`src/bcd_defines.svh`:
```
// Constants of the decimal reversible counter unit
`ifndef BCD_DEFINES_SVH
`define BCD_DEFINES_SVH
// ==========================================================
// Register byte addresses
`define BCD_ADDR_CTRL 12'h000
`define BCD_ADDR_PRE_HI 12'h004
`define BCD_ADDR_STAT 12'h008
`define BCD_ADDR_CNT_HI 12'h00c
`define BCD_ADDR_MODE 12'h010
// ==========================================================
// Control bit positions
`define BCD_B_LOAD 0
`define BCD_B_CMPLD 1
`define BCD_B_GATE 2
`define BCD_B_DOWN 3
`define BCD_B_CCLR 4
`define BCD_B_BCLR 5
`define BCD_B_ECLR 6
`define BCD_B_OE 7
// ==========================================================
// Values
`define BCD_MAX 24'h999999
`define BCD_ZERO 24'h000000
`define BCD_STAT_ONES 3'h7
`define BCD_DIGITS 6
`define BCD_DIG_W 4
`define BCD_DIG_NINE 4'h9
`define BCD_DIG_ZERO 4'h0
`define BCD_DIG_ONE 4'h1
`define BCD_MODE_PROG 2'h0
`define BCD_MODE_PIN 2'h1
`define BCD_MODE_QUAD 2'h2
`endif

```
`src/bcd_pkg.sv`:
```
// Types of the decimal reversible counter unit
package bcd_pkg;
	typedef logic [23:0] bcd_val_t; // Six packed decimal digits
	typedef enum logic [1:0] {BCD_PROG, BCD_PIN, BCD_QUAD} bcd_mode_e;
	typedef struct packed {
		logic inc; // Count one step
		logic up; // Direction of that step
	} bcd_step_s;
	typedef struct packed {
		logic carry;
		logic borrow;
		logic gt;
		logic eq;
		logic lt;
	} bcd_flags_s;
endpackage : bcd_pkg

```
`src/bcd_cmp.sv`:
```
// Decimal magnitude compare
`timescale 1ns/100ps
module bcd_cmp
	import bcd_pkg::*;
(
	input bcd_val_t a_in,
	input bcd_val_t b_in,
	output logic gt_out,
	output logic lt_out
);
	// Packed decimal orders like binary when digits are valid
	always_comb begin
		gt_out = a_in > b_in;
		lt_out = a_in < b_in;
	end
endmodule : bcd_cmp

```
`src/bcd_counter_unit.sv`:
```
// Decimal reversible counter unit with APB registers
`timescale 1ns/100ps
`include "bcd_defines.svh"
module bcd_counter_unit
	import bcd_pkg::*;
(
	input wire logic mclk_in,
	input wire logic reset_in,
	input wire logic psel_in,
	input wire logic penable_in,
	input wire logic pwrite_in,
	input wire logic [11:0] paddr_in,
	input wire logic [31:0] pwdata_in,
	output logic [31:0] prdata_out,
	output logic pready_out,
	output logic pslverr_out,
	input wire logic count1_in,
	input wire logic count2_in,
	input wire logic ext_clear_in,
	output logic coin_out,
	output logic greater_out
);
	// ==========================================================
	// State
	typedef struct packed {
		logic [7:0] ctrl; // Control bits
		bcd_val_t preset; // Preset digits
		bcd_val_t cmpv; // Compare value
		bcd_val_t cnt; // Present count
		logic [1:0] mode; // Input mode
		logic carry, borrow, eq;
		logic c_arm, b_arm, e_arm; // Rearm after a clear
		logic [31:0] rdata;
		logic coin, greater;
	} bcd_top_s;
	bcd_top_s st_q, st_d;
	bcd_step_s step;
	logic gt, lt, wr, rd;
	bcd_val_t nxt;
	// One decimal step in either direction
	function automatic bcd_val_t bcd_step(input bcd_val_t v, input logic up);
		bcd_val_t r;
		logic go;
		r = v;
		go = 1'b1;
		// Ripple from the lowest digit until one digit absorbs the step
		for (int i = 0; i < `BCD_DIGITS; i++) begin
			if (go) begin
				if (up) begin
					if (v[i*`BCD_DIG_W +: `BCD_DIG_W] == `BCD_DIG_NINE) begin
						r[i*`BCD_DIG_W +: `BCD_DIG_W] = `BCD_DIG_ZERO;
					end else begin
						r[i*`BCD_DIG_W +: `BCD_DIG_W] = v[i*`BCD_DIG_W +: `BCD_DIG_W] + `BCD_DIG_ONE;
						go = 1'b0;
					end
				end else begin
					if (v[i*`BCD_DIG_W +: `BCD_DIG_W] == `BCD_DIG_ZERO) begin
						r[i*`BCD_DIG_W +: `BCD_DIG_W] = `BCD_DIG_NINE;
					end else begin
						r[i*`BCD_DIG_W +: `BCD_DIG_W] = v[i*`BCD_DIG_W +: `BCD_DIG_W] - `BCD_DIG_ONE;
						go = 1'b0;
					end
				end
			end
		end
		return r;
	endfunction : bcd_step
	// ==========================================================
	// Input decoder and comparator
	bcd_edge u_edge (
		.mclk_in(mclk_in),
		.reset_in(reset_in),
		.in1_in(count1_in),
		.in2_in(count2_in),
		.mode_in(st_q.mode),
		.down_in(st_q.ctrl[`BCD_B_DOWN]),
		.step_out(step)
	);
	bcd_cmp u_cmp (
		.a_in(st_q.cnt),
		.b_in(st_q.cmpv),
		.gt_out(gt),
		.lt_out(lt)
	);
	assign pready_out = 1'b1;
	assign pslverr_out = 1'b0;
	assign prdata_out = st_q.rdata;
	assign coin_out = st_q.coin;
	assign greater_out = st_q.greater;
	// ==========================================================
	// Next state
	always_comb begin
		logic cnt_ev;
		cnt_ev = 1'b0;
		st_d = st_q;
		wr = psel_in & penable_in & pwrite_in;
		rd = psel_in & penable_in & ~pwrite_in;
		nxt = bcd_step(st_q.cnt, step.up);
		// Register writes
		if (wr) begin
			if (paddr_in == `BCD_ADDR_CTRL) begin
				st_d.ctrl = pwdata_in[7:0];
				st_d.preset[7:0] = pwdata_in[15:8];
			end else if (paddr_in == `BCD_ADDR_PRE_HI) begin
				st_d.preset[23:8] = pwdata_in[15:0];
			end else if (paddr_in == `BCD_ADDR_MODE) begin
				st_d.mode = pwdata_in[1:0];
			end
		end
		// Gated counting
		if (st_q.ctrl[`BCD_B_GATE] && step.inc) begin
			st_d.cnt = nxt;
			cnt_ev = 1'b1;
			st_d.c_arm = 1'b1;
			st_d.b_arm = 1'b1;
			st_d.e_arm = 1'b1;
			// A rollover is itself a count, so it needs no prior arming
			if (step.up && st_q.cnt == `BCD_MAX) begin
				st_d.carry = 1'b1;
			end
			if (!step.up && st_q.cnt == `BCD_ZERO) begin
				st_d.borrow = 1'b1;
			end
		end
		// Loads take priority over a count in the same cycle
		if (st_q.ctrl[`BCD_B_LOAD]) begin
			st_d.cnt = st_q.preset;
		end
		if (st_q.ctrl[`BCD_B_CMPLD]) begin
			st_d.cmpv = st_q.preset;
		end
		// Equality latches while armed
		if (st_q.cnt == st_q.cmpv && st_q.e_arm) begin
			st_d.eq = 1'b1;
		end
		// Clears; a counting event in the same cycle still sets
		if ((st_q.ctrl[`BCD_B_CCLR] || ext_clear_in) && !cnt_ev) begin
			st_d.carry = 1'b0;
			st_d.c_arm = 1'b0;
		end
		if ((st_q.ctrl[`BCD_B_BCLR] || ext_clear_in) && !cnt_ev) begin
			st_d.borrow = 1'b0;
			st_d.b_arm = 1'b0;
		end
		if ((st_q.ctrl[`BCD_B_ECLR] || ext_clear_in) && !cnt_ev) begin
			st_d.eq = 1'b0;
			st_d.e_arm = 1'b0;
		end
		// External outputs gated by output enable
		st_d.coin = st_q.eq & st_q.ctrl[`BCD_B_OE];
		st_d.greater = gt & st_q.ctrl[`BCD_B_OE];
		// Read data
		st_d.rdata = '0;
		if (psel_in && !penable_in && !pwrite_in) begin
			if (paddr_in == `BCD_ADDR_CTRL) begin
				st_d.rdata[15:0] = {st_q.preset[7:0], st_q.ctrl};
			end else if (paddr_in == `BCD_ADDR_PRE_HI) begin
				st_d.rdata[15:0] = st_q.preset[23:8];
			end else if (paddr_in == `BCD_ADDR_STAT) begin
				st_d.rdata[15:0] = {st_q.cnt[7:0], `BCD_STAT_ONES, lt, st_q.eq, gt,
					st_q.borrow, st_q.carry};
			end else if (paddr_in == `BCD_ADDR_CNT_HI) begin
				st_d.rdata[15:0] = st_q.cnt[23:8];
			end else if (paddr_in == `BCD_ADDR_MODE) begin
				st_d.rdata[1:0] = st_q.mode;
			end
		end else if (rd) begin
			st_d.rdata = st_q.rdata;
		end
	end
	// ==========================================================
	// Registers
	always_ff @(posedge mclk_in or posedge reset_in) begin
		if (reset_in) begin
			st_q <= '0;
		end else begin
			st_q <= st_d;
		end
	end
	// ==========================================================
	// Checks
	property p_carry_up;
		@(posedge mclk_in) disable iff (reset_in)
		(st_q.ctrl[`BCD_B_GATE] && step.inc && step.up && st_q.cnt == `BCD_MAX)
		|=> st_q.carry && (st_q.cnt == `BCD_ZERO || $past(st_q.ctrl[`BCD_B_LOAD]));
	endproperty
	a_carry_up: assert property (p_carry_up) else $error("carry missed");
	property p_borrow;
		@(posedge mclk_in) disable iff (reset_in)
		(st_q.ctrl[`BCD_B_GATE] && step.inc && !step.up && st_q.cnt == `BCD_ZERO)
		|=> st_q.borrow && (st_q.cnt == `BCD_MAX || $past(st_q.ctrl[`BCD_B_LOAD]));
	endproperty
	a_borrow: assert property (p_borrow) else $error("borrow missed");
	property p_gate;
		@(posedge mclk_in) disable iff (reset_in)
		(!st_q.ctrl[`BCD_B_GATE] && !st_q.ctrl[`BCD_B_LOAD]) |=> $stable(st_q.cnt);
	endproperty
	a_gate: assert property (p_gate) else $error("count moved with gate off");
	property p_load;
		@(posedge mclk_in) disable iff (reset_in)
		st_q.ctrl[`BCD_B_LOAD] |=> st_q.cnt == $past(st_q.preset);
	endproperty
	a_load: assert property (p_load) else $error("load failed");
	property p_cmpld;
		@(posedge mclk_in) disable iff (reset_in)
		st_q.ctrl[`BCD_B_CMPLD] |=> st_q.cmpv == $past(st_q.preset);
	endproperty
	a_cmpld: assert property (p_cmpld) else $error("compare load failed");
	property p_oe;
		@(posedge mclk_in) disable iff (reset_in)
		!st_q.ctrl[`BCD_B_OE] |=> !coin_out && !greater_out;
	endproperty
	a_oe: assert property (p_oe) else $error("output without enable");
	property p_eqclr;
		@(posedge mclk_in) disable iff (reset_in)
		(st_q.ctrl[`BCD_B_ECLR] && !(st_q.ctrl[`BCD_B_GATE] && step.inc)) |=> !st_q.eq;
	endproperty
	a_eqclr: assert property (p_eqclr) else $error("equality not cleared");
	property p_cmp;
		@(posedge mclk_in) disable iff (reset_in)
		!(gt && lt) && ((gt || lt) != (st_q.cnt == st_q.cmpv));
	endproperty
	a_cmp: assert property (p_cmp) else $error("compare wrong");
	c_carry: cover property (@(posedge mclk_in) disable iff (reset_in) $rose(st_q.carry));
	c_borrow: cover property (@(posedge mclk_in) disable iff (reset_in) $rose(st_q.borrow));
	c_coin: cover property (@(posedge mclk_in) disable iff (reset_in) $rose(coin_out));
	// Clearing carry without a count drops it
	property p_carry_clr;
		@(posedge mclk_in) disable iff (reset_in)
		(st_q.ctrl[`BCD_B_CCLR] && !(st_q.ctrl[`BCD_B_GATE] && step.inc)) |=> !st_q.carry;
	endproperty
	a_carry_clr: assert property (p_carry_clr) else $error("carry not cleared");
	// Clearing borrow without a count drops it
	property p_borrow_clr;
		@(posedge mclk_in) disable iff (reset_in)
		(st_q.ctrl[`BCD_B_BCLR] && !(st_q.ctrl[`BCD_B_GATE] && step.inc)) |=> !st_q.borrow;
	endproperty
	a_borrow_clr: assert property (p_borrow_clr) else $error("borrow not cleared");
	// A set carry was always preceded by a count since the last clear
	property p_carry_arm;
		@(posedge mclk_in) disable iff (reset_in)
		st_q.carry |-> st_q.c_arm;
	endproperty
	a_carry_arm: assert property (p_carry_arm) else $error("carry without count");
	// A set borrow was always preceded by a count since the last clear
	property p_borrow_arm;
		@(posedge mclk_in) disable iff (reset_in)
		st_q.borrow |-> st_q.b_arm;
	endproperty
	a_borrow_arm: assert property (p_borrow_arm) else $error("borrow without count");
	// Carry latches until a clear
	property p_carry_hold;
		@(posedge mclk_in) disable iff (reset_in)
		(st_q.carry && !st_q.ctrl[`BCD_B_CCLR] && !ext_clear_in) |=> st_q.carry;
	endproperty
	a_carry_hold: assert property (p_carry_hold) else $error("carry dropped");
	// Borrow latches until a clear
	property p_borrow_hold;
		@(posedge mclk_in) disable iff (reset_in)
		(st_q.borrow && !st_q.ctrl[`BCD_B_BCLR] && !ext_clear_in) |=> st_q.borrow;
	endproperty
	a_borrow_hold: assert property (p_borrow_hold) else $error("borrow dropped");
	// Equality latches until a clear
	property p_eq_hold;
		@(posedge mclk_in) disable iff (reset_in)
		(st_q.eq && !st_q.ctrl[`BCD_B_ECLR] && !ext_clear_in) |=> st_q.eq;
	endproperty
	a_eq_hold: assert property (p_eq_hold) else $error("equality dropped");
	// Disarmed equality stays off until a count
	property p_eq_rearm;
		@(posedge mclk_in) disable iff (reset_in)
		(!st_q.eq && !st_q.e_arm && !(st_q.ctrl[`BCD_B_GATE] && step.inc)) |=> !st_q.eq;
	endproperty
	a_eq_rearm: assert property (p_eq_rearm) else $error("equality set without count");
	// External clear drops every latched flag
	property p_ext_clear;
		@(posedge mclk_in) disable iff (reset_in)
		(ext_clear_in && !(st_q.ctrl[`BCD_B_GATE] && step.inc))
		|=> !st_q.carry && !st_q.borrow && !st_q.eq;
	endproperty
	a_ext_clear: assert property (p_ext_clear) else $error("external clear failed");
	// Coincidence reaches the pin when enabled
	property p_coin_out;
		@(posedge mclk_in) disable iff (reset_in)
		(st_q.ctrl[`BCD_B_OE] && st_q.eq) |=> coin_out;
	endproperty
	a_coin_out: assert property (p_coin_out) else $error("coincidence not driven");
	// Greater-than reaches the pin when enabled
	property p_gt_out;
		@(posedge mclk_in) disable iff (reset_in)
		(st_q.ctrl[`BCD_B_OE] && gt) |=> greater_out;
	endproperty
	a_gt_out: assert property (p_gt_out) else $error("greater not driven");
	// Program mode direction follows the control bit
	property p_up_step;
		@(posedge mclk_in) disable iff (reset_in)
		(st_q.mode == `BCD_MODE_PROG && step.inc) |-> step.up == !st_q.ctrl[`BCD_B_DOWN];
	endproperty
	a_up_step: assert property (p_up_step) else $error("wrong direction");
	// A gated count without a load in the same cycle always moves the value
	property p_gate_count;
		@(posedge mclk_in) disable iff (reset_in)
		(st_q.ctrl[`BCD_B_GATE] && step.inc && !st_q.ctrl[`BCD_B_LOAD]) |=> !$stable(st_q.cnt);
	endproperty
	a_gate_count: assert property (p_gate_count) else $error("gated count lost");
	// Zero count below a nonzero compare reads less
	property p_lt_zero;
		@(posedge mclk_in) disable iff (reset_in)
		(st_q.cnt == `BCD_ZERO && st_q.cmpv != `BCD_ZERO) |-> lt;
	endproperty
	a_lt_zero: assert property (p_lt_zero) else $error("less missing");
	// Full count above a smaller compare reads greater
	property p_gt_max;
		@(posedge mclk_in) disable iff (reset_in)
		(st_q.cnt == `BCD_MAX && st_q.cmpv != `BCD_MAX) |-> gt;
	endproperty
	a_gt_max: assert property (p_gt_max) else $error("greater missing");
	// Lowest digit steps up by one without carry
	property p_up_value;
		@(posedge mclk_in) disable iff (reset_in)
		(st_q.ctrl[`BCD_B_GATE] && step.inc && step.up && !st_q.ctrl[`BCD_B_LOAD]
			&& st_q.cnt[3:0] != `BCD_DIG_NINE)
		|=> st_q.cnt[3:0] == $past(st_q.cnt[3:0]) + `BCD_DIG_ONE;
	endproperty
	a_up_value: assert property (p_up_value) else $error("up step wrong");
	// Lowest digit steps down by one without borrow
	property p_down_value;
		@(posedge mclk_in) disable iff (reset_in)
		(st_q.ctrl[`BCD_B_GATE] && step.inc && !step.up && !st_q.ctrl[`BCD_B_LOAD]
			&& st_q.cnt[3:0] != `BCD_DIG_ZERO)
		|=> st_q.cnt[3:0] == $past(st_q.cnt[3:0]) - `BCD_DIG_ONE;
	endproperty
	a_down_value: assert property (p_down_value) else $error("down step wrong");
	// Control write lands in the access cycle
	property p_ctrl_write;
		@(posedge mclk_in) disable iff (reset_in)
		(psel_in && penable_in && pwrite_in && paddr_in == `BCD_ADDR_CTRL)
		|=> st_q.ctrl == $past(pwdata_in[7:0]);
	endproperty
	a_ctrl_write: assert property (p_ctrl_write) else $error("control write lost");
	// High preset write lands in the access cycle
	property p_preset_hi;
		@(posedge mclk_in) disable iff (reset_in)
		(psel_in && penable_in && pwrite_in && paddr_in == `BCD_ADDR_PRE_HI)
		|=> st_q.preset[23:8] == $past(pwdata_in[15:0]);
	endproperty
	a_preset_hi: assert property (p_preset_hi) else $error("preset write lost");
	// Cover points
	c_eq: cover property (@(posedge mclk_in) disable iff (reset_in) $rose(st_q.eq));
	c_quad_down: cover property (@(posedge mclk_in) disable iff (reset_in)
		st_q.mode == `BCD_MODE_QUAD && step.inc && !step.up);
endmodule : bcd_counter_unit

```
`src/bcd_edge.sv`:
```
// Input synchroniser and count decoder
`timescale 1ns/100ps
`include "bcd_defines.svh"
module bcd_edge
	import bcd_pkg::*;
(
	input wire logic mclk_in,
	input wire logic reset_in,
	input wire logic in1_in,
	input wire logic in2_in,
	input wire logic [1:0] mode_in,
	input wire logic down_in,
	output bcd_step_s step_out
);
	// ==========================================================
	// State
	typedef struct packed {
		logic [1:0] s1; // First stage, read only by second
		logic [1:0] s2; // Second stage
		logic [1:0] s3; // Previous sample for edges
		logic up_at_rise; // Direction seen at last input one rise
	} bcd_edge_s;
	bcd_edge_s st_q, st_d;
	logic rise1, fall1;
	always_comb begin
		st_d = st_q;
		st_d.s1 = {in2_in, in1_in};
		st_d.s2 = st_q.s1;
		st_d.s3 = st_q.s2;
		rise1 = st_q.s2[0] & ~st_q.s3[0];
		fall1 = ~st_q.s2[0] & st_q.s3[0];
		step_out = '0;
		// Quadrature: input two low at rise means input one leads
		if (rise1) begin
			st_d.up_at_rise = ~st_q.s2[1];
		end
		if (mode_in == `BCD_MODE_PROG) begin
			step_out.inc = rise1;
			step_out.up = ~down_in;
		end else if (mode_in == `BCD_MODE_PIN) begin
			step_out.inc = rise1;
			step_out.up = st_q.s2[1];
		end else begin
			// Down at rise when lagging, up at fall when leading
			step_out.inc = (rise1 & st_q.s2[1]) | (fall1 & st_q.up_at_rise);
			step_out.up = fall1;
		end
	end
	always_ff @(posedge mclk_in or posedge reset_in) begin
		if (reset_in) begin
			st_q <= '0;
		end else begin
			st_q <= st_d;
		end
	end
endmodule : bcd_edge

```
`config.mk`:
```
export PLATFORM = sky130hd
export DESIGN_NAME = bcd_counter_unit
export DESIGN_NICKNAME = d
export VERILOG_FILES = /design/src/bcd_pkg.sv /design/src/bcd_cmp.sv /design/src/bcd_counter_unit.sv /design/src/bcd_edge.sv
export VERILOG_INCLUDE_DIRS = /design/src /design/src/src
export SDC_FILE = /design/constraint.sdc
export NUM_CORES = 1
export LEC_CHECK = 0
export ABC_AREA = 0
export BUFFER_PORTS_ARGS = -buffer_cell sky130_fd_sc_hd__buf_2
export CORE_MARGIN = 2
export CORE_UTILIZATION = 50
export CTS_BUF_LIST = sky130_fd_sc_hd__clkbuf_4
export DETAILED_ROUTE_END_ITERATION = 6
export HOLD_SLACK_MARGIN = 0.05
export PLACE_DENSITY = 0.7
export SLEW_MARGIN = 20
export SYNTH_ARGS = -nofsm -noshare
export SYNTH_HDL_FRONTEND = slang
export SYNTH_SLANG_ARGS = --single-unit
```
`constraint.sdc`:
```
create_clock -name mclk_in -period 6 [get_ports mclk_in]
set_input_delay 0.6 -clock mclk_in [delete_from_list [all_inputs] [get_ports mclk_in]]
set_output_delay 0.6 -clock mclk_in [all_outputs]
set_load 0.01 [all_outputs]
```
; ---- Word level (Yosys, flattened, before mapping)
; Cells that the tools add are included.
[totals]
out_inout_bits = 36
ff_bits = 126
input_bits = 52
word_cells = 179
[classes]
n_eq_ne = 14
n_bitwise = 17
n_reduce_logical = 47
order_cmp = 2
add_sub_neg = 12
n_mux = 65
[op_table]
columns = op, n
row1 = $mux W4, 23
row2 = $mux W16, 5
row3 = $mux W24, 2
row4 = $mux W32, 1
row5 = $mux W1, 28
row6 = $add A4 B1 Y4 const B, 6
row7 = $eq A12 B4 Y1 const B, 2
row8 = $eq A24 B24 Y1, 1
row9 = $eq A24 B24 Y1 const B, 1
row10 = $eq A4 B4 Y1 const B, 6
row11 = $gt A24 B24 Y1, 1
row12 = $logic_not A24 Y1, 1
row13 = $logic_not A4 Y1, 6
row14 = $lt A24 B24 Y1, 1
row15 = $reduce_bool A2 Y1, 12
row16 = $sub A4 B1 Y4 const B, 6
row17 = $reduce_and A2 Y1, 8
row18 = $mux W14, 1
row19 = $eq A12 B3 Y1 const B, 1
row20 = $eq A12 B5 Y1 const B, 1
row21 = $logic_not A12 Y1, 1
row22 = $mux W2, 5
row23 = $and A1 B1 Y1, 9
row24 = $logic_and A1 B1 Y1, 9
row25 = other kinds (9), 20

; ---- Logic depth before layout (Yosys ltp)
; Gate-level depths: netlist of the first run.
[depth]
word_depth = 14
depth_mapped = 10
mapped_depth_nobuf = 8

; ---- By module
; From an unflattened synthesis of the first run, not the netlist that was laid out.
[hier_totals]
hier_cells = 746
hier_area_um2 = 7124.3
[modules_own_cells]
columns = module, seq_area_each_um2, n_inst, area_each_um2, cells_each
row1 = bcd_counter_unit, 2602.5, 1, 6264.8, 644
row2 = bcd_cmp, 0.0, 1, 644.4, 85
row3 = bcd_edge, 150.1, 1, 215.2, 17

; ---- Worst setup path before layout of the first run
; Ideal clock, no wire load.
[synth_timing]
path_kind = in2reg
from = input port paddr_in[10]
to = register st_q[91] (netlist bit)
t_arrival_ns = 2.271
path_buffers = 2
slack_ns = 3.605
setup_time_ns = 0.125
cell_stages = 7
t_required_ns = 5.875
path_cell_list = nor4_1 nand3_1 or4_1 buf_2 nor2_4 buf_6 mux2_2
[synth_between]
elab_chain_cells = 2
[synth_rtl]
columns = element, line_no
row1 = from (decl), bcd_counter_unit.sv:12  ; input wire logic [11:0] paddr_in,
row2 = $logic_not A12 Y1 (no source line), -
row3 = $reduce_and A2 Y1 (no source line), -
row4 = to (signal assigned), bcd_counter_unit.sv:177  ; st_q <= st_d;
row5 = to (decl), bcd_counter_unit.sv:36  ; bcd_top_s st_q, st_d;
; Every way passes these cells.
; A chain may end at the register's enable or synchronous reset.

; ---- Final worst setup path of the first run
[layout_timing]
from = register u_edge.st_q (netlist bit u_edge.st_d[1])
to = register st_q[53] (netlist bit)
[layout_between]
elab_chain_cells = 9
word_cells_on_any_way = 19
classes_between = 9 x mux / 6 x bitwise / 4 x reduce/logical
[layout_rtl]
columns = element, line_no
row1 = from (decl), bcd_edge.sv:23  ; bcd_edge_s st_q, st_d;
row2 = from (signal assigned), bcd_edge.sv:53  ; st_q <= st_d;
row3 = $not A1 Y1, bcd_edge.sv:31  ; fall1 = ~st_q.s2[0] & st_q.s3[0];
row4 = $and A1 B1 Y1, bcd_edge.sv:31
row5 = $and A1 B1 Y1, bcd_edge.sv:45  ; step_out.inc = (rise1 & st_q.s2[1]) | (fall1 & st_q.up_at_rise);
row6 = $or A1 B1 Y1, bcd_edge.sv:45
row7 = $mux W2, bcd_edge.sv:40  ; end else if (mode_in == `BCD_MODE_PIN) begin
row8 = $mux W2 *, bcd_edge.sv:37  ; if (mode_in == `BCD_MODE_PROG) begin
row9 = $logic_and A1 B1 Y1, bcd_counter_unit.sv:111  ; if (st_q.ctrl[`BCD_B_GATE] && step.inc) begin
row10 = $reduce_bool A2 Y1 (no source line), -
row11 = $reduce_and A2 Y1 (no source line), -
; Every way passes the cells marked *; elsewhere a longest branch is shown, timed or not. The select of a mux whose other input is x is not followed.

==> impl_results.md, run 1 <==
* Die X-Extent at 121 microns
* Req. time, crit path at 6410 ps
* Worst Tran Pin Value at 1070 ps
* Number of buffers added for setup after CTS at 0
* CTS clock-pin slew for the worst setup and hold paths at 180 ps
* Vias at 5658
* Synthesized area at 0.00687 sq mm
* Final count of negative-setup-slack endpoints at 0
* Post-layout instance count excluding filler cells at 920
* Sequential element share of the synthesized area at 0.401
* Endpoint class of the critical path: flop
* P&R area growth vs syn at 2.93%
* Max Fclk at 0.328 GHz
* Avg Synthesized Cell Area at 9.24 sq um
* Gates resized, CTS repair at 0
* Vias in the first global route at 5248
* Cell at the root of the clock tree: clkbuf_4
* Share of synthesized flip-flops with an asynchronous set or reset at 1.00
* Clock insertion delay at the later pin of the skew report at 520 ps
* Sum of met2 wire segment lengths after detailed routing at 7680 microns
* Final net count at 812
* Total negative slack for setup checks at 0 ps
* Yosys synthesis warning count at 0
* TritonCTS clock tree: done
* Final design utilization at 0.530
* Max-slew violation count at 0
* Rel. slew slack at 0.287
* Max-capacitance violation count at 0
* Residual antenna-violating net count after detailed routing at 0
* Cell types occupying the most area after synthesis: dfrtp_1 (40%), o21ai_0 (4.7%), mux2_2 (4.6%), nand2_1 (4.5%), ha_1 (4.4%)
* Setup repair after global routing missed its margin: no
* Initial core utilization at 0.514
* EDFF count, synth at 0
* DRC violation total after the first TritonRoute iteration at 644
* Clock sink count at 110
* Buffers on Ports at 53
* Total global-route track usage at 0.245
* Hold Crit Class: in -> async
* HPWL Detailed at 12100 microns
* Aggregate routed wire length at 17100 microns
* Residual overflow from global routing at 0
* Global-route wire length before repair at 27800 microns
* Status: completed
* Most instantiated library cell after synthesis: dfrtp_1
* Fraction of post-synthesis cell area in the top cell type by area at 0.401
* Die Span Y at 121 microns
* Leakage at 0.00315 uW
* Instance count of the mapped netlist at 743
* Max FO, Critical Path at 18
* CTS H-Tree Depth at 3
* Average wire length per cell after detail routing at 18.6 microns
* Synth Register Bits at 110
* Number of distinct library cell variants in the gate-level netlist after synthesis at 70
* DP Worst Slack at 2950 ps
* Area leader, netlist: dfrtp_1
* Category of the most critical setup path: reg -> reg
* Data arrival, critical path at 3460 ps
* Area of the die at 0.0147 sq mm
* Peak VDD IR at 0.0725 mV
* Most frequent cells after synthesis: dfrtp_1 (110), nand2_1 (83), o21ai_0 (65), inv_1 (40), clkbuf_1 (39)
* Initial DRT Pass Iterations at 6
* Cts bufs inserted at 9
* Minimum setup slack in the final design at 2950 ps
* Count of final hold-check violations at 0
* Dominant synthesized flop cell: dfrtp_1
* Number of top-level design ports at 88
* Via-to-Cell Ratio at 6.15
* Final period demand of the worst path at 3050 ps
* Kind of start point of the critical path: flop
* Top routing layer in use: met4
* Area of the core region at 0.0133 sq mm
* Initial antenna violation count at 2
* FP Rows at 42
* Maximum number of pins on one net before global-route repair at 58
* Pwr dens at 167 mW/mm^2
* Largest clock skew in the final design at 21.6 ps
* Weighted congestion reported at the end of routability-driven placement at 0.980
* Clock tree buffer depth at 2
* Layout cells sized above 1 at 0.170
* Post-Route M1 WL at 7560 microns
* Length of routed met3 wiring at 1210 microns
* DRC violation count after routing at 0
* Cells after DPL at 901
* Hold buffer count at CTS at 0
* Final critical-path share of the clock period at 0.508
==> registers in the layout, summed over array words and instances, names as in the netlist <==
signal / flops
coin_out: 1
greater_out: 1
prdata_out: 16
st_q: 86
u_edge.st_d: 4
u_edge.st_q: 2
==> cell families (layout without fill, tap and decap cells) <==
kind of cell,count (synthesis),in the layout,share of synthesized area
AND/OR/NAND/NOR,223,223,0.167
buffers and inverters,132,114,0.0969
adder cells (fa/ha/maj),24,24,0.0437
other,2,21,0.00109
AO/OA/AOI/OAI,200,200,0.196
multiplexers,42,42,0.0811
XOR/XNOR,10,10,0.0128
flip-flops,110,110,0.401
==> cell type report <==
cell class / instances / area, sq um
fill: 1269 / 6280
antenna: 3 / 7.51
tap: 176 / 220
multi-input combinational: 517 / 3510
clock buffer: 9 / 67.6
timing repair buffer: 58 / 303
clock inverter: 7 / 56.3
inverter: 40 / 153
sequential: 110 / 2750
==> layout by cell type, fill, tap and decap left out, drive strengths merged, types with 13 or more instances in the layout <==
cell / Yosys / final
conb: 2 / 18
nand2: 83 / 83
a21oi: 33 / 33
o21ai: 65 / 65
nand2b: 13 / 13
ha: 24 / 24
nor3: 14 / 14
inv: 40 / 43
nand4: 18 / 18
dfrtp: 110 / 110
buf: 53 / 58
nor2: 29 / 29
mux2: 29 / 29
==> metrics by stage <==
| step | area (sq um) | hold slack (ps) | power (uW) |
|---|---|---|---|
| floorplan | 6930 | 331 | 814 |
| global route | 7070 | 139 | 1230 |
| global placement | 6940 | 334 | 831 |
| CTS | 7060 | 147 | 1190 |
| detailed placement | 6940 | 340 | 833 |
| finish | 7070 | 146 | 1180 |
==> worst max-delay path, cell delays in order, from the launching register on <==
cell and delay, ps:
dfrtp_1 430, nand2b_1 290, and2_1 440, nor2_1 760
buf_4 330, nor4b_1 70, a211o_1 320, a221o_1 290
==> final timing paths <==
path | end | cells after the start | from | slack, ps
setup / recovery | st_q[53]$_DFFE_PP0P_ | 7 | u_edge.st_d[1]$_DFF_PP0_ | 2950
hold reg to reg | u_edge.st_d[2]$_DFF_PP0_ | 0 | u_edge.st_d[4]$_DFF_PP0_ | 380
max in group asynchronous | st_q[63]$_DFFE_PP0P_ | 3 | reset_in | 4640
hold / removal | prdata_out[6]$_DFFE_PP0P_ | 2 | reset_in | 150
setup reg to reg | st_q[53]$_DFFE_PP0P_ | 7 | u_edge.st_d[1]$_DFF_PP0_ | 2950
min in group mclk_in | u_edge.st_d[3]$_DFF_PP0_ | 1 | count1_in | 170
==> report_power, final <==
group	total, uW	leakage (uW)	internal [uW]	switching [uW]
clock	362	0.0000673	90.4	272
sequential	749	0.00147	746	3.35
combinational	70.0	0.00161	21.2	48.7
total	1180	0.00315	858	324
==> metal layers <==
| metal | track usage | up-vias |
|---|---|---|
| met5 | 0 | - |
| met4 | 0.111 | 0 |
| met3 | 0.0437 | 45 |
| met2 | 0.370 | 262 |
| met1 | 0.344 | 2738 |
| li1 | - | 2613 |
Power figures use the tool's default switching activity.
==> inputs of run 2 (changes only) <==
- PLACE_DENSITY: 0.7 -> 0.73
- clock period: 6 -> 2.53 ns (I/O delays scaled with it)
==> run 2 against run 1 <==
  * Sequential share of layout area shrank 3.3 points
  * First-iteration DRC count is 7.9% higher
  * Routed wire length grew 5.5%
  * Sequential cell count stayed put
  * Power grew to 2.6 times the previous value
  * Utilization up 4.9 points
  * Setup slack worse by 2800 ps
  * Via count rose by 4.3%
  * Final area is 9.2% higher
==> impl_results.md, run 2 (synthesis gave the netlist of run 1 again) <==
* Status: completed
* CTS clock-pin slew for the worst setup and hold paths at 170 ps
* Pwr dens at 400 mW/mm^2
* Layout cells sized above 1 at 0.214
* Max-capacitance violation count at 0
* Int Pwr at 2350 uW
* Number of buffers added for setup after CTS at 0
* Crit Reg-Reg Endpoint: st_q[43]$_DFFE_PP0P_
* DRC violation count after routing at 0
* Max-slew violation count at 0
* Hold Crit Class: in -> reg
* Setup repair after global routing missed its margin: no
* Die X-Extent at 121 microns
* Filler cells at 1165
* Peak VDD IR at 0.213 mV
* Worst Tran Pin Value at 679 ps
* Final period demand of the worst path at 2390 ps
* Most used cells in the layout excluding fill and tap cells: dfrtp_1 (110), nand2_1 (83), o21ai_0 (65), buf_2 (53), buf_4 (51)
* Die Span Y at 121 microns
* Vias in the first global route at 5561
* Final count of negative-setup-slack endpoints at 0
* Area of the die at 0.0147 sq mm
* Count of final hold-check violations at 0
* Maximum number of pins on one net before global-route repair at 111
* Worst Hold End: prdata_out[1]$_DFFE_PP0P_
* Global-route wire length before repair at 29100 microns
* Final critical-path share of the clock period at 0.943
* Total global-route track usage at 0.255
* Commonest non-fill, non-tap cell in the layout: dfrtp_1
* Data arrival, critical path at 2830 ps
* DRC violation total after the first TritonRoute iteration at 695
* Number of top-level design ports at 88
* Aggregate routed wire length at 18000 microns
* Startpoint of the worst-slack reg-to-reg timing path: st_q[117]$_DFFE_PP0P_
* Total negative slack for setup checks at 0 ps
* Part of the total power dissipated in sequential elements at 0.574
* HPWL Detailed at 13200 microns
* Rel. slew slack at 0.548
* Overall Power at 3090 uW
* Req. time, crit path at 2970 ps
* Cts bufs inserted at 9
* CTS H-Tree Depth at 3
* Initial DRT Pass Iterations at 5
* Cell at the root of the clock tree: clkbuf_4
* Category of the most critical setup path: reg -> reg
* Post-layout instance count excluding filler cells at 986
* Clock tree buffer depth at 2
* P&R area growth vs syn at 12.4%
* TritonCTS clock tree: done
* Source of the worst hold timing path: penable_in
* Setup slack on the worst flop-to-flop path at 140 ps
* Residual antenna-violating net count after detailed routing at 0
* Clock insertion delay at the later pin of the skew report at 490 ps
* Final net count at 880
* Area of the core region at 0.0133 sq mm
* Largest clock skew in the final design at 24.5 ps
* Kind of start point of the critical path: flop
* Combinational group share of total power at 0.065
* Min-Delay Path Depth at 5
* Switching Power at 740 uW
* Leakage at 0.00352 uW
* Residual overflow from global routing at 0
* FP Rows at 42
* Clock sink count at 110
* Share of total power in the clock network at 0.361
* Vias at 5904
* Cells after DPL at 949
* Initial antenna violation count at 1
* Buffers on Ports at 53
* Register with the highest flop count: st_q
* Initial core utilization at 0.514
* Max reg flops at 86
* Cell count of the worst reg-to-reg path at 6
* Via-to-Cell Ratio at 5.99
* Endpoint class of the critical path: flop
* Max Fclk at 0.419 GHz
* Switching power share of the total at 0.239
* Worst Hold Slack at 202 ps
* Average wire length per cell after detail routing at 18.3 microns
* Max FO, Critical Path at 12
* Weighted congestion reported at the end of routability-driven placement at 0.950
-- run 2: changes by cell type in the layout (fill, tap and decap cells not counted), moves of 2 or more --
cell | previous run | this run
buf_4 | 5 | 51
dlygate4sd3_1 | 0 | 20
bufinv_16 | 0 | 3
buf_12 | 0 | 2
diode_2 | 3 | 1
inv_6 | 3 | 1
-- run 2: what timing repair did --
| item | 4_1_cts | 5_1_grt |
|---|---|---|
| gates resized for setup | 0 | 1 |
| hold buffers | 20 | 0 |
| setup endpoints to repair | 0 | 1 |
| hold endpoints to repair | 146 | 0 |
-- run 2: layer usage --
metal	GRT usage	vias to the layer above	part of all wire
li1	-	2753	-
met1	0.360	2849	0.44
met2	0.394	260	0.45
met3	0.0362	42	0.076
met4	0.108	0	0.031
met5	0	-	0
-- run 2: worst max path at each step --
stage | cells past startpoint | from | to | slack (ps)
global placement | 7 | st_q[65]$_DFFE_PP0P_ | prdata_out[4]$_DFFE_PP0P_ | 200
global route | 6 | st_q[117]$_DFFE_PP0P_ | st_q[43]$_DFFE_PP0P_ | 3
CTS | 6 | st_q[117]$_DFFE_PP0P_ | st_q[63]$_DFFE_PP0P_ | 120
detailed placement | 7 | st_q[117]$_DFFE_PP0P_ | st_q[47]$_DFFE_PP0P_ | 190
finish | 6 | st_q[117]$_DFFE_PP0P_ | st_q[43]$_DFFE_PP0P_ | 140
floorplan | 7 | u_edge.st_d[1]$_DFF_PP0_ | st_q[58]$_DFFE_PP0P_ | 470
-- run 2: worst max-delay path: stages (launching register included) --
cell	delay, ps
dfrtp_1	480
or2_1	290
and3_1	330
nor2_1	400
o21ai_0	190
a2111oi_0	480
o31a_1	190
-- run 2: layout make-up --
class                      instances  area, sq um  area share
multi-input combinational        517         3520       0.455
sequential                       110         2750       0.357
timing repair buffer             126          888       0.115
tap                              176          220      0.0285
inverter                          40          154      0.0199
clock inverter                     7          120      0.0156
clock buffer                       9         67.6     0.00875
antenna                            1         2.50    0.000324
-- run 2: power by group through the flow --
stage	logic, uW	clock network, uW	registers [uW]
finish	200	1120	1780
global route	222	1200	1780
CTS	201	1140	1780
detailed placement	177	0	1810
global placement	171	0	1810
floorplan	126	0	1810
-- run 2: per-stage QoR --
stage / setup slack (ps) / util / instance area, sq um
floorplan: 466 / - / 6930
global placement: 198 / 0.549 / 7320
detailed placement: 185 / 0.549 / 7320
CTS: 122 / 0.578 / 7710
global route: 3.29 / 0.578 / 7720
finish: 144 / 0.578 / 7720
